File: config.mk
export PLATFORM = sky130hd
export DESIGN_NAME = control_transfer_unit
export DESIGN_NICKNAME = d
export VERILOG_FILES = /design/src/ctu_pkg.sv /design/src/control_transfer_unit.sv
export SDC_FILE = /design/constraint.sdc
export NUM_CORES = 2
export LEC_CHECK = 0
export BUFFER_PORTS_ARGS = -buffer_cell sky130_fd_sc_hd__buf_4
export CAP_MARGIN = 20
export CORE_MARGIN = 3
export CORE_UTILIZATION = 50
export DETAILED_ROUTE_END_ITERATION = 10
export PLACE_DENSITY = 0.7
export SLEW_MARGIN = 0
export SYNTH_ARGS = -nofsm -noshare
export SYNTH_HDL_FRONTEND = slang
export SYNTH_SLANG_ARGS = --single-unit
File: constraint.sdc
create_clock -name aclk -period 8.8 [get_ports aclk]
set_clock_uncertainty 0.2 [all_clocks]
set_input_delay 0.88 -clock aclk [delete_from_list [all_inputs] [get_ports aclk]]
set_output_delay 0.88 -clock aclk [all_outputs]
set_load 0.005 [all_outputs]
File: src/ctu_pkg.sv
// Shared constants, register map and types for the control transfer unit.
package ctu_pkg;
  // Register byte addresses on the AXI4-Lite slave.
  localparam logic [7:0] A_CTRL = 8'h00;  // Command word, a write while idle launches it.
  localparam logic [7:0] A_STAT = 8'h04;  // Busy, error and gate status.
  localparam logic [7:0] A_OPA  = 8'h08;  // First test operand.
  localparam logic [7:0] A_OPB  = 8'h0c;  // Second operand or target offset.
  localparam logic [7:0] A_SEL  = 8'h10;  // Far target selector.
  localparam logic [7:0] A_IMM  = 8'h14;  // Return release count in bytes.
  localparam logic [7:0] A_IPL  = 8'h18;  // Instruction pointer, low word.
  localparam logic [7:0] A_IPH  = 8'h1c;  // Instruction pointer, high word.
  localparam logic [7:0] A_SP   = 8'h20;  // Stack pointer.
  localparam logic [7:0] A_FLG  = 8'h24;  // Flags word.
  localparam logic [7:0] A_CS   = 8'h28;  // Code segment selector.
  localparam logic [7:0] A_RES  = 8'h2c;  // Byte written by a byte set.
  // Bus responses.
  localparam logic [1:0] RESP_OK  = 2'b00;
  localparam logic [1:0] RESP_ERR = 2'b10;
  // Flag bit positions inside the flags word.
  localparam int FLG_C = 0;
  localparam int FLG_P = 2;
  localparam int FLG_Z = 6;
  localparam int FLG_S = 7;
  localparam int FLG_O = 11;
  // Condition code that tests the overflow flag alone.
  localparam logic [3:0] CC_OVERFLOW = 4'h0;
  // Reset values.
  localparam logic [31:0] CTRL_RST  = 32'h0000_0000;
  localparam logic [31:0] FLAGS_RST = 32'h0000_0002;
  localparam logic [63:0] IP_RST    = 64'h0;
  localparam logic [31:0] SP_RST    = 32'h0000_0000;
  localparam logic [15:0] CS_RST    = 16'h0000;
  // Stack slot sizes and byte set values.
  localparam logic [31:0] STEP32    = 32'h0000_0004;
  localparam logic [31:0] STEP64    = 32'h0000_0008;
  localparam logic [7:0]  BYTE_ONE  = 8'h01;
  localparam logic [7:0]  BYTE_ZERO = 8'h00;
  // Operations that a command can start.
  typedef enum logic [2:0] {
    cond_byte_set_op = 3'b000, bit_test_op     = 3'b001,
    uncond_jump_op   = 3'b010, proc_call_op    = 3'b011,
    proc_return_op   = 3'b100, intr_return_op  = 3'b101,
    intr_service_op  = 3'b110, cond_branch_op  = 3'b111
  } op_e;
  // Ways a transfer target is given.
  typedef enum logic [2:0] {
    tgt_rel  = 3'b000, tgt_reg   = 3'b001, tgt_near = 3'b010,
    tgt_far  = 3'b011, tgt_cgate = 3'b100, tgt_tgate = 3'b101,
    tgt_tss  = 3'b110, tgt_rsv   = 3'b111
  } tgt_e;
  // Command word layout.
  typedef struct packed {
    logic [19:0] pad;
    logic        prot;
    logic        mode64;
    logic [3:0]  cond;
    tgt_e        kind;
    op_e         op;
  } ctrl_s;
  // Sequencer states.
  typedef enum logic [1:0] {
    st_idle = 2'b00, st_push = 2'b01, st_pop = 2'b10
  } state_e;
endpackage

File: src/control_transfer_unit.sv
// Control transfer execution unit with an AXI4-Lite register slave.
`timescale 1ns/100ps
module control_transfer_unit
  import ctu_pkg::*;
#(
  parameter int SD = 4  // Log2 of stack slots held.
) (
  // Clock and reset.
  input  wire logic        aclk,
  input  wire logic        aresetn,
  // Write address and data.
  input  wire logic [7:0]  awaddr,
  input  wire logic [2:0]  awprot,
  input  wire logic        awvalid,
  output logic             awready,
  input  wire logic [31:0] wdata,
  input  wire logic [3:0]  wstrb,
  input  wire logic        wvalid,
  output logic             wready,
  // Write response.
  output logic [1:0]       bresp,
  output logic             bvalid,
  input  wire logic        bready,
  // Read address and data.
  input  wire logic [7:0]  araddr,
  input  wire logic [2:0]  arprot,
  input  wire logic        arvalid,
  output logic             arready,
  output logic [31:0]      rdata,
  output logic [1:0]       rresp,
  output logic             rvalid,
  input  wire logic        rready
);
  logic [63:0] stack_mem [2**SD];   // Stack storage slots.
  state_e      state;               // Sequencer state.
  logic        phase;               // Second stack step pending.
  logic        two;                 // Operation takes two stack steps.
  ctrl_s       ctrl_q;              // Last accepted command.
  ctrl_s       cn;                  // Command word as being written.
  logic [63:0] instr_pointer;       // Instruction pointer.
  logic [31:0] stack_pointer_reg;   // Stack pointer.
  logic [31:0] proc_flags_word;     // Flags word.
  logic [15:0] code_seg;            // Code segment selector.
  logic [31:0] opa, opb, imm;       // Operand registers.
  logic [15:0] sel;                 // Far selector operand.
  logic [7:0]  result;              // Byte set destination.
  logic        err, gate;           // Status of the last command.
  logic [63:0] pend_ip, push_a, push_b; // Held target and stack data.
  logic [15:0] pend_cs;             // Held target segment.
  logic        aw_got, w_got;       // Write halves captured.
  logic [7:0]  wa;                  // Captured write address.
  logic [31:0] wd;                  // Captured write data.
  logic [3:0]  ws;                  // Captured byte enables.
  logic        wr_fire, launch;     // Write applied, command started.
  logic        wr_hit, rd_hit;      // Address decodes to a register.
  logic [31:0] rd_word, wmerge;     // Read mux, merged write word.
  logic        cond_hit;            // Condition code is met.
  logic [31:0] test_res;            // Intermediate AND value.
  logic [63:0] disp, tgt_ip, rel_ip; // Target computation.
  logic [15:0] tgt_cs;              // Target segment.
  logic        bad_tgt;             // Target kind not allowed.
  logic [31:0] step;                // Stack slot size in bytes.
  logic [63:0] pop_word;            // Word at the top of the stack.

  // Pick the stack slot for a byte address.
  function automatic logic [SD-1:0] slot(input logic [31:0] a, input logic m);
    slot = m ? a[SD+2:3] : a[SD+1:2];
  endfunction

  // Keep only the low word outside wide mode.
  function automatic logic [63:0] fit(input logic [63:0] v, input logic m);
    fit = m ? v : {32'h0, v[31:0]};
  endfunction

  assign wr_fire  = aw_got && w_got && !bvalid;
  assign launch   = wr_fire && wa == A_CTRL && state == st_idle;
  assign step     = ctrl_q.mode64 ? STEP64 : STEP32;
  assign pop_word = stack_mem[slot(stack_pointer_reg, ctrl_q.mode64)];

  // Merge the written bytes over the old value of the addressed register.
  always_comb begin
    wmerge = rd_word;
    for (int i = 0; i < 4; i++) begin
      if (ws[i]) begin
        wmerge[8*i +: 8] = wd[8*i +: 8];
      end
    end
  end

  // Evaluate the condition code and the targets for the incoming command.
  always_comb begin
    logic base;
    base = 1'b0;
    cn = ctrl_s'(wmerge);
    case (cn.cond[3:1])
      3'h0: base = proc_flags_word[FLG_O];
      3'h1: base = proc_flags_word[FLG_C];
      3'h2: base = proc_flags_word[FLG_Z];
      3'h3: base = proc_flags_word[FLG_C] | proc_flags_word[FLG_Z];
      3'h4: base = proc_flags_word[FLG_S];
      3'h5: base = proc_flags_word[FLG_P];
      3'h6: base = proc_flags_word[FLG_S] ^ proc_flags_word[FLG_O];
      default: base = (proc_flags_word[FLG_S] ^ proc_flags_word[FLG_O])
                      | proc_flags_word[FLG_Z];
    endcase
    cond_hit = base ^ cn.cond[0];
    test_res = opa & opb;
    disp     = {{32{opb[31]}}, opb};
    rel_ip   = fit(instr_pointer + disp, cn.mode64);
    tgt_cs   = code_seg;
    bad_tgt  = 1'b0;
    // Jump and call share this target decode.
    case (cn.kind)
      tgt_rel: tgt_ip = rel_ip;
      tgt_reg, tgt_near: tgt_ip = fit({32'h0, opb}, cn.mode64);
      tgt_far: begin
        tgt_ip = {32'h0, opb};
        tgt_cs = sel;
      end
      default: begin
        tgt_ip  = {32'h0, opb};
        tgt_cs  = sel;
        bad_tgt = !cn.prot || cn.op != uncond_jump_op || cn.kind == tgt_rsv;
      end
    endcase
  end

  // Operand registers, writable at any time.
  always_ff @(posedge aclk) begin
    if (!aresetn) begin
      opa <= 32'h0;
      opb <= 32'h0;
      imm <= 32'h0;
      sel <= 16'h0;
    end else if (wr_fire) begin
      if (wa == A_OPA) begin
        opa <= wmerge;
      end else if (wa == A_OPB) begin
        opb <= wmerge;
      end else if (wa == A_IMM) begin
        imm <= wmerge;
      end else if (wa == A_SEL) begin
        sel <= wmerge[15:0];
      end
    end
  end

  // Processor state and the command sequencer.
  always_ff @(posedge aclk) begin
    if (!aresetn) begin
      state             <= st_idle;
      phase             <= 1'b0;
      two               <= 1'b0;
      ctrl_q            <= ctrl_s'(CTRL_RST);
      instr_pointer     <= IP_RST;
      stack_pointer_reg <= SP_RST;
      proc_flags_word   <= FLAGS_RST;
      code_seg          <= CS_RST;
      result            <= BYTE_ZERO;
      err               <= 1'b0;
      gate              <= 1'b0;
      pend_ip           <= 64'h0;
      pend_cs           <= 16'h0;
      push_a            <= 64'h0;
      push_b            <= 64'h0;
    end else begin
      case (state)
        st_idle: begin
          if (launch) begin
            ctrl_q <= cn;
            err    <= 1'b0;
            gate   <= 1'b0;
            pend_ip <= tgt_ip;
            pend_cs <= tgt_cs;
            push_a <= instr_pointer;
            two    <= 1'b0;
            case (cn.op)
              cond_byte_set_op: result <= cond_hit ? BYTE_ONE : BYTE_ZERO;
              bit_test_op: begin
                // The AND value goes only to the flags, never to an operand.
                proc_flags_word[FLG_S] <= test_res[31];
                proc_flags_word[FLG_Z] <= test_res == 32'h0;
                proc_flags_word[FLG_P] <= ~^test_res[7:0];
              end
              cond_branch_op: begin
                if (cond_hit) begin
                  instr_pointer <= rel_ip;
                end
              end
              uncond_jump_op: begin
                if (bad_tgt) begin
                  err <= 1'b1;
                end else begin
                  instr_pointer <= tgt_ip;
                  code_seg      <= tgt_cs;
                  gate          <= cn.kind[2];
                end
              end
              proc_call_op, intr_service_op: begin
                if (bad_tgt) begin
                  err <= 1'b1;
                end else begin
                  state <= st_push;
                  if (cn.op == intr_service_op) begin
                    two    <= 1'b1;
                    push_a <= {32'h0, proc_flags_word};
                    push_b <= instr_pointer;
                  end
                end
              end
              default: begin
                state <= st_pop;
                two   <= cn.op == intr_return_op;
              end
            endcase
          end else if (wr_fire) begin
            if (wa == A_IPL) begin
              instr_pointer[31:0] <= wmerge;
            end else if (wa == A_IPH) begin
              instr_pointer[63:32] <= wmerge;
            end else if (wa == A_SP) begin
              stack_pointer_reg <= wmerge;
            end else if (wa == A_FLG) begin
              proc_flags_word <= wmerge;
            end else if (wa == A_CS) begin
              code_seg <= wmerge[15:0];
            end
          end
        end
        st_push: begin
          stack_pointer_reg <= stack_pointer_reg - step;
          if (two && !phase) begin
            phase <= 1'b1;
          end else begin
            phase         <= 1'b0;
            instr_pointer <= pend_ip;
            code_seg      <= pend_cs;
            state         <= st_idle;
          end
        end
        default: begin
          if (!phase) begin
            instr_pointer <= fit(pop_word, ctrl_q.mode64);
            if (two) begin
              stack_pointer_reg <= stack_pointer_reg + step;
              phase <= 1'b1;
            end else begin
              stack_pointer_reg <= stack_pointer_reg + step + imm;
              state <= st_idle;
            end
          end else begin
            proc_flags_word   <= pop_word[31:0];
            stack_pointer_reg <= stack_pointer_reg + step;
            phase <= 1'b0;
            state <= st_idle;
          end
        end
      endcase
    end
  end

  // Stack store: data lands below the old pointer.
  always_ff @(posedge aclk) begin
    if (state == st_push) begin
      stack_mem[slot(stack_pointer_reg - step, ctrl_q.mode64)] <= phase ? push_b : push_a;
    end
  end

  // Register read mux and address decode.
  always_comb begin
    logic [7:0] a;
    a = wr_fire ? wa : araddr;
    rd_hit  = 1'b1;
    rd_word = 32'h0;
    if (a == A_CTRL) begin
      rd_word = ctrl_q;
    end else if (a == A_STAT) begin
      rd_word = {29'h0, gate, err, state != st_idle};
    end else if (a == A_OPA) begin
      rd_word = opa;
    end else if (a == A_OPB) begin
      rd_word = opb;
    end else if (a == A_SEL) begin
      rd_word = {16'h0, sel};
    end else if (a == A_IMM) begin
      rd_word = imm;
    end else if (a == A_IPL) begin
      rd_word = instr_pointer[31:0];
    end else if (a == A_IPH) begin
      rd_word = instr_pointer[63:32];
    end else if (a == A_SP) begin
      rd_word = stack_pointer_reg;
    end else if (a == A_FLG) begin
      rd_word = proc_flags_word;
    end else if (a == A_CS) begin
      rd_word = {16'h0, code_seg};
    end else if (a == A_RES) begin
      rd_word = {24'h0, result};
    end else begin
      rd_hit = 1'b0;
    end
    wr_hit = rd_hit;
  end

  // Write channel handshakes and response.
  always_ff @(posedge aclk) begin
    if (!aresetn) begin
      awready <= 1'b0;
      wready  <= 1'b0;
      aw_got  <= 1'b0;
      w_got   <= 1'b0;
      wa      <= 8'h0;
      wd      <= 32'h0;
      ws      <= 4'h0;
      bvalid  <= 1'b0;
      bresp   <= RESP_OK;
    end else begin
      if (awready && awvalid) begin
        awready <= 1'b0;
        aw_got  <= 1'b1;
        wa      <= awaddr;
      end else if (bvalid && bready) begin
        aw_got  <= 1'b0;
        awready <= 1'b1;
      end else if (!aw_got) begin
        awready <= 1'b1;
      end
      if (wready && wvalid) begin
        wready <= 1'b0;
        w_got  <= 1'b1;
        wd     <= wdata;
        ws     <= wstrb;
      end else if (bvalid && bready) begin
        w_got  <= 1'b0;
        wready <= 1'b1;
      end else if (!w_got) begin
        wready <= 1'b1;
      end
      if (wr_fire) begin
        bvalid <= 1'b1;
        bresp  <= wr_hit ? RESP_OK : RESP_ERR;
      end else if (bready) begin
        bvalid <= 1'b0;
      end
    end
  end

  // Read channel: answer one cycle after the address is taken.
  always_ff @(posedge aclk) begin
    if (!aresetn) begin
      arready <= 1'b0;
      rvalid  <= 1'b0;
      rdata   <= 32'h0;
      rresp   <= RESP_OK;
    end else if (arready && arvalid) begin
      arready <= 1'b0;
      rvalid  <= 1'b1;
      rdata   <= rd_word;
      rresp   <= rd_hit ? RESP_OK : RESP_ERR;
    end else if (rvalid && rready) begin
      rvalid  <= 1'b0;
      arready <= 1'b1;
    end else if (!rvalid) begin
      arready <= 1'b1;
    end
  end
endmodule

==> impl_metrics.toml <==
[run_status]
status = "finished, final reports clean"

[sta]
setup_viol = 0
fmax_ghz = 0.148
drv_slew = 0
finalHoldViolCount = 0
max-slew-margin-rel_pct = 14.5
rsz0062_at_grt = "false"
tns_ns = 0
finalCritPeriodShare_pct = 76.8
fin_crit_ns = 6.76
tightest_slew_ns = 1.27

[clock_network]
cts-buffers-inserted = 166
cts_resized = 0
clk_path_buf_depth = 3
hold_buffers = 0
clk_latency_ns = 0.83
clockRootBuffer = "clkbuf_16"
postCtsSetupBuffers = 0
h-tree-depth = 4
cts_tree = "built"
clkSinkCount = 1612
clk_pin_slew_ns = 0.06

[route]
vias = 60600
first_pass_iters = 9
drc_errors = 0
wl_per_cell_um = 27.1
initialDrtViolationCount = 7920
wirelength_um = 254000
viasPerCell = 6.48
ant_nets = 0

[grt]
grt_overflow = 0
grtUsageTotal_pct = 31.4
globalRouteMet2Util_pct = 47.1
grt_pass1_vias = 55800
grt_max_degree = 221
antenna_found_initial = 12
use_met1_pct = 43.1
grtUsageMet3_pct = 7.77
busiest_layer = "met2"
grt_pass1_wl_um = 370000

[floorplanning]
io_pins = 106
die_h_um = 395
die_width_um = 395
core-area_um2 = 149000
start_util_pct = 50.7
dieArea_um2 = 156000
row_count = 141

[critical_path]
crit_required_ns = 9.31
startpoint_type = "flip-flop"
worstSetupEndpointType = "flip-flop"
cp.arrival_ns = 7.27
cp_max_fo = 60
worstSetupPathType = "flip-flop to flip-flop"

[layout]
largest-register = "stack_mem"
area.sequential_um2 = 42500
layout.nets = 7382
final_cell_mix = "1,294 x nand2_1, 1,024 x edfxtp_1, 677 x a21oi_1"
largest_reg_flops = 1024
final_area_um2 = 83500
nFillCells = 12600
area_growth_pct = 10.6
layout_commonest_cell = "nand2_1"
utilization_pct = 56.1
multi_input_area_um2 = 30700
drive_above_1_share_pct = 9.62

[logic_synthesis]
ys_seq_area_share_pct = 56.3
synth-seq-cells = 1612
synthCells = 7390
yosys_most_used_dff = "edfxtp_1"
synthArstFlopShare_pct = 0
synth_edf_count = 1024
synth.distinct_cells = 108
synth_area_leaders = "edfxtp_1 41%, dfxtp_1 16%, nand2_1 6.4%"
yosys.area.top_type = "edfxtp_1"
synth_top_area_share_pct = 40.7
synth_area_um2 = 75500
avgSynthCellArea_um2 = 10.2
yosysWarnings = 0

[placed_design]
dpl_cell_area_um2 = 78000
port-buffer-count = 97
dp_hpwl_um = 160000
gp_congestion = 1.05

[flow_run]
maxCapViolCount = 0

[min_path]
hold_path_class = "input pin to flip-flop"

[pwr]
max-vdd-ir-drop_mv = 0.171
power_density_nw_per_um2 = 185
p_leak_nw = 28.5
## Yosys cell counts (19+ instances only)
library cell	n
nand2_1	1296
edfxtp_1	1024
a21oi_1	683
dfxtp_1	588
a211oi_1	513
nor2_1	491
clkbuf_1	489
and2_1	240
o21ai_0	210
a31oi_1	165
a311oi_1	151
nand3_1	115
ha_1	102
a21o_1	96
mux2i_1	93
xnor2_1	92
mux2_2	73
a221oi_1	68
nor3_1	65
buf_2	62
o211ai_1	51
xor2_1	50
inv_1	47
and2_0	44
a22oi_1	41
buf_1	40
nand4_1	34
o21a_1	23
o22ai_1	23
nor4_1	22
o31ai_1	21
nand2b_1	20
nor2b_1	20
a222oi_1	19
a32oi_1	19
## final timing paths
path | start | endpoint | slack [ns] | depth (start not counted)
worst min-delay path | wstrb[3] | ws[3] | 0.1 | 3
worst min register to register | push_b[2] | push_b[2] | 0.25 | 2
worst max-delay path | bvalid | push_b[22] | 2.04 | 16
worst max register to register | bvalid | push_b[22] | 2.04 | 16
## area by class of cell
cell class	instances	share of cell area (%)
Clock buffer	222	5.38
Timing Repair Buffer	256	2.50
Clock inverter	84	1.17
Antenna cell	4	0.0120
Sequential cell	1612	50.9
Tap cell	2002	3.00
Multi-Input combinational cell	5125	36.8
Inverter	50	0.234
## power breakdown
| group | switching, mW | internal, mW |
|---|---|---|
| clock | 3.08 | 3.99 |
| sequential | 0.0231 | 7.98 |
| combinational | 0.286 | 0.110 |
| total | 3.39 | 12.1 |
## layer usage
metal | wire, um | share of wire (%)
met1 | 102000 | 40
met4 | 12300 | 4.9
met5 | 41 | 0.016
met3 | 27900 | 11
met2 | 111000 | 44
## cell families (layout without fill, tap and decap cells)
group | count (synthesis) | count (layout) | share of synthesized area, %
other cells | 1 | 6 | 0.00497
buf+inv | 654 | 612 | 3.44
compound gates | 2254 | 2254 | 20.1
xor+xnor | 142 | 142 | 1.65
simple gates | 2452 | 2452 | 14.3
flops | 1612 | 1612 | 56.3
mux | 169 | 169 | 2.41
fa+ha+maj | 106 | 106 | 1.80
## metrics by stage
step	worst slack [ns]	cells	power, mW	hold WS, ns
after CTS	2.31	9350	15.5	0.0498
final	2.04	9355	15.5	0.0979
after floorplan	2.49	7391	8.38	0.227
after global routing	1.78	9351	15.9	0.0855
after detailed placement	2.24	9044	8.54	0.240
after global placement	2.20	9042	8.54	0.235
## worst max-delay path, cell delays in order, from the launching register on
cell and delay (ns):
dfxtp_1 0.37, nand3b_1 0.59, buf_4 0.48, a21oi_4 0.68, buf_4 0.59, nand2_1 0.10
o221ai_1 0.11, nand2_1 0.11, a31oi_1 0.61, buf_4 0.28, inv_1 0.18, nor2_1 0.28
nand3_4 0.51, nor2_4 0.34, buf_4 0.69, nand2_1 0.14, a21oi_1 0.20
No activity file was read; power rests on OpenSTA's default activity.
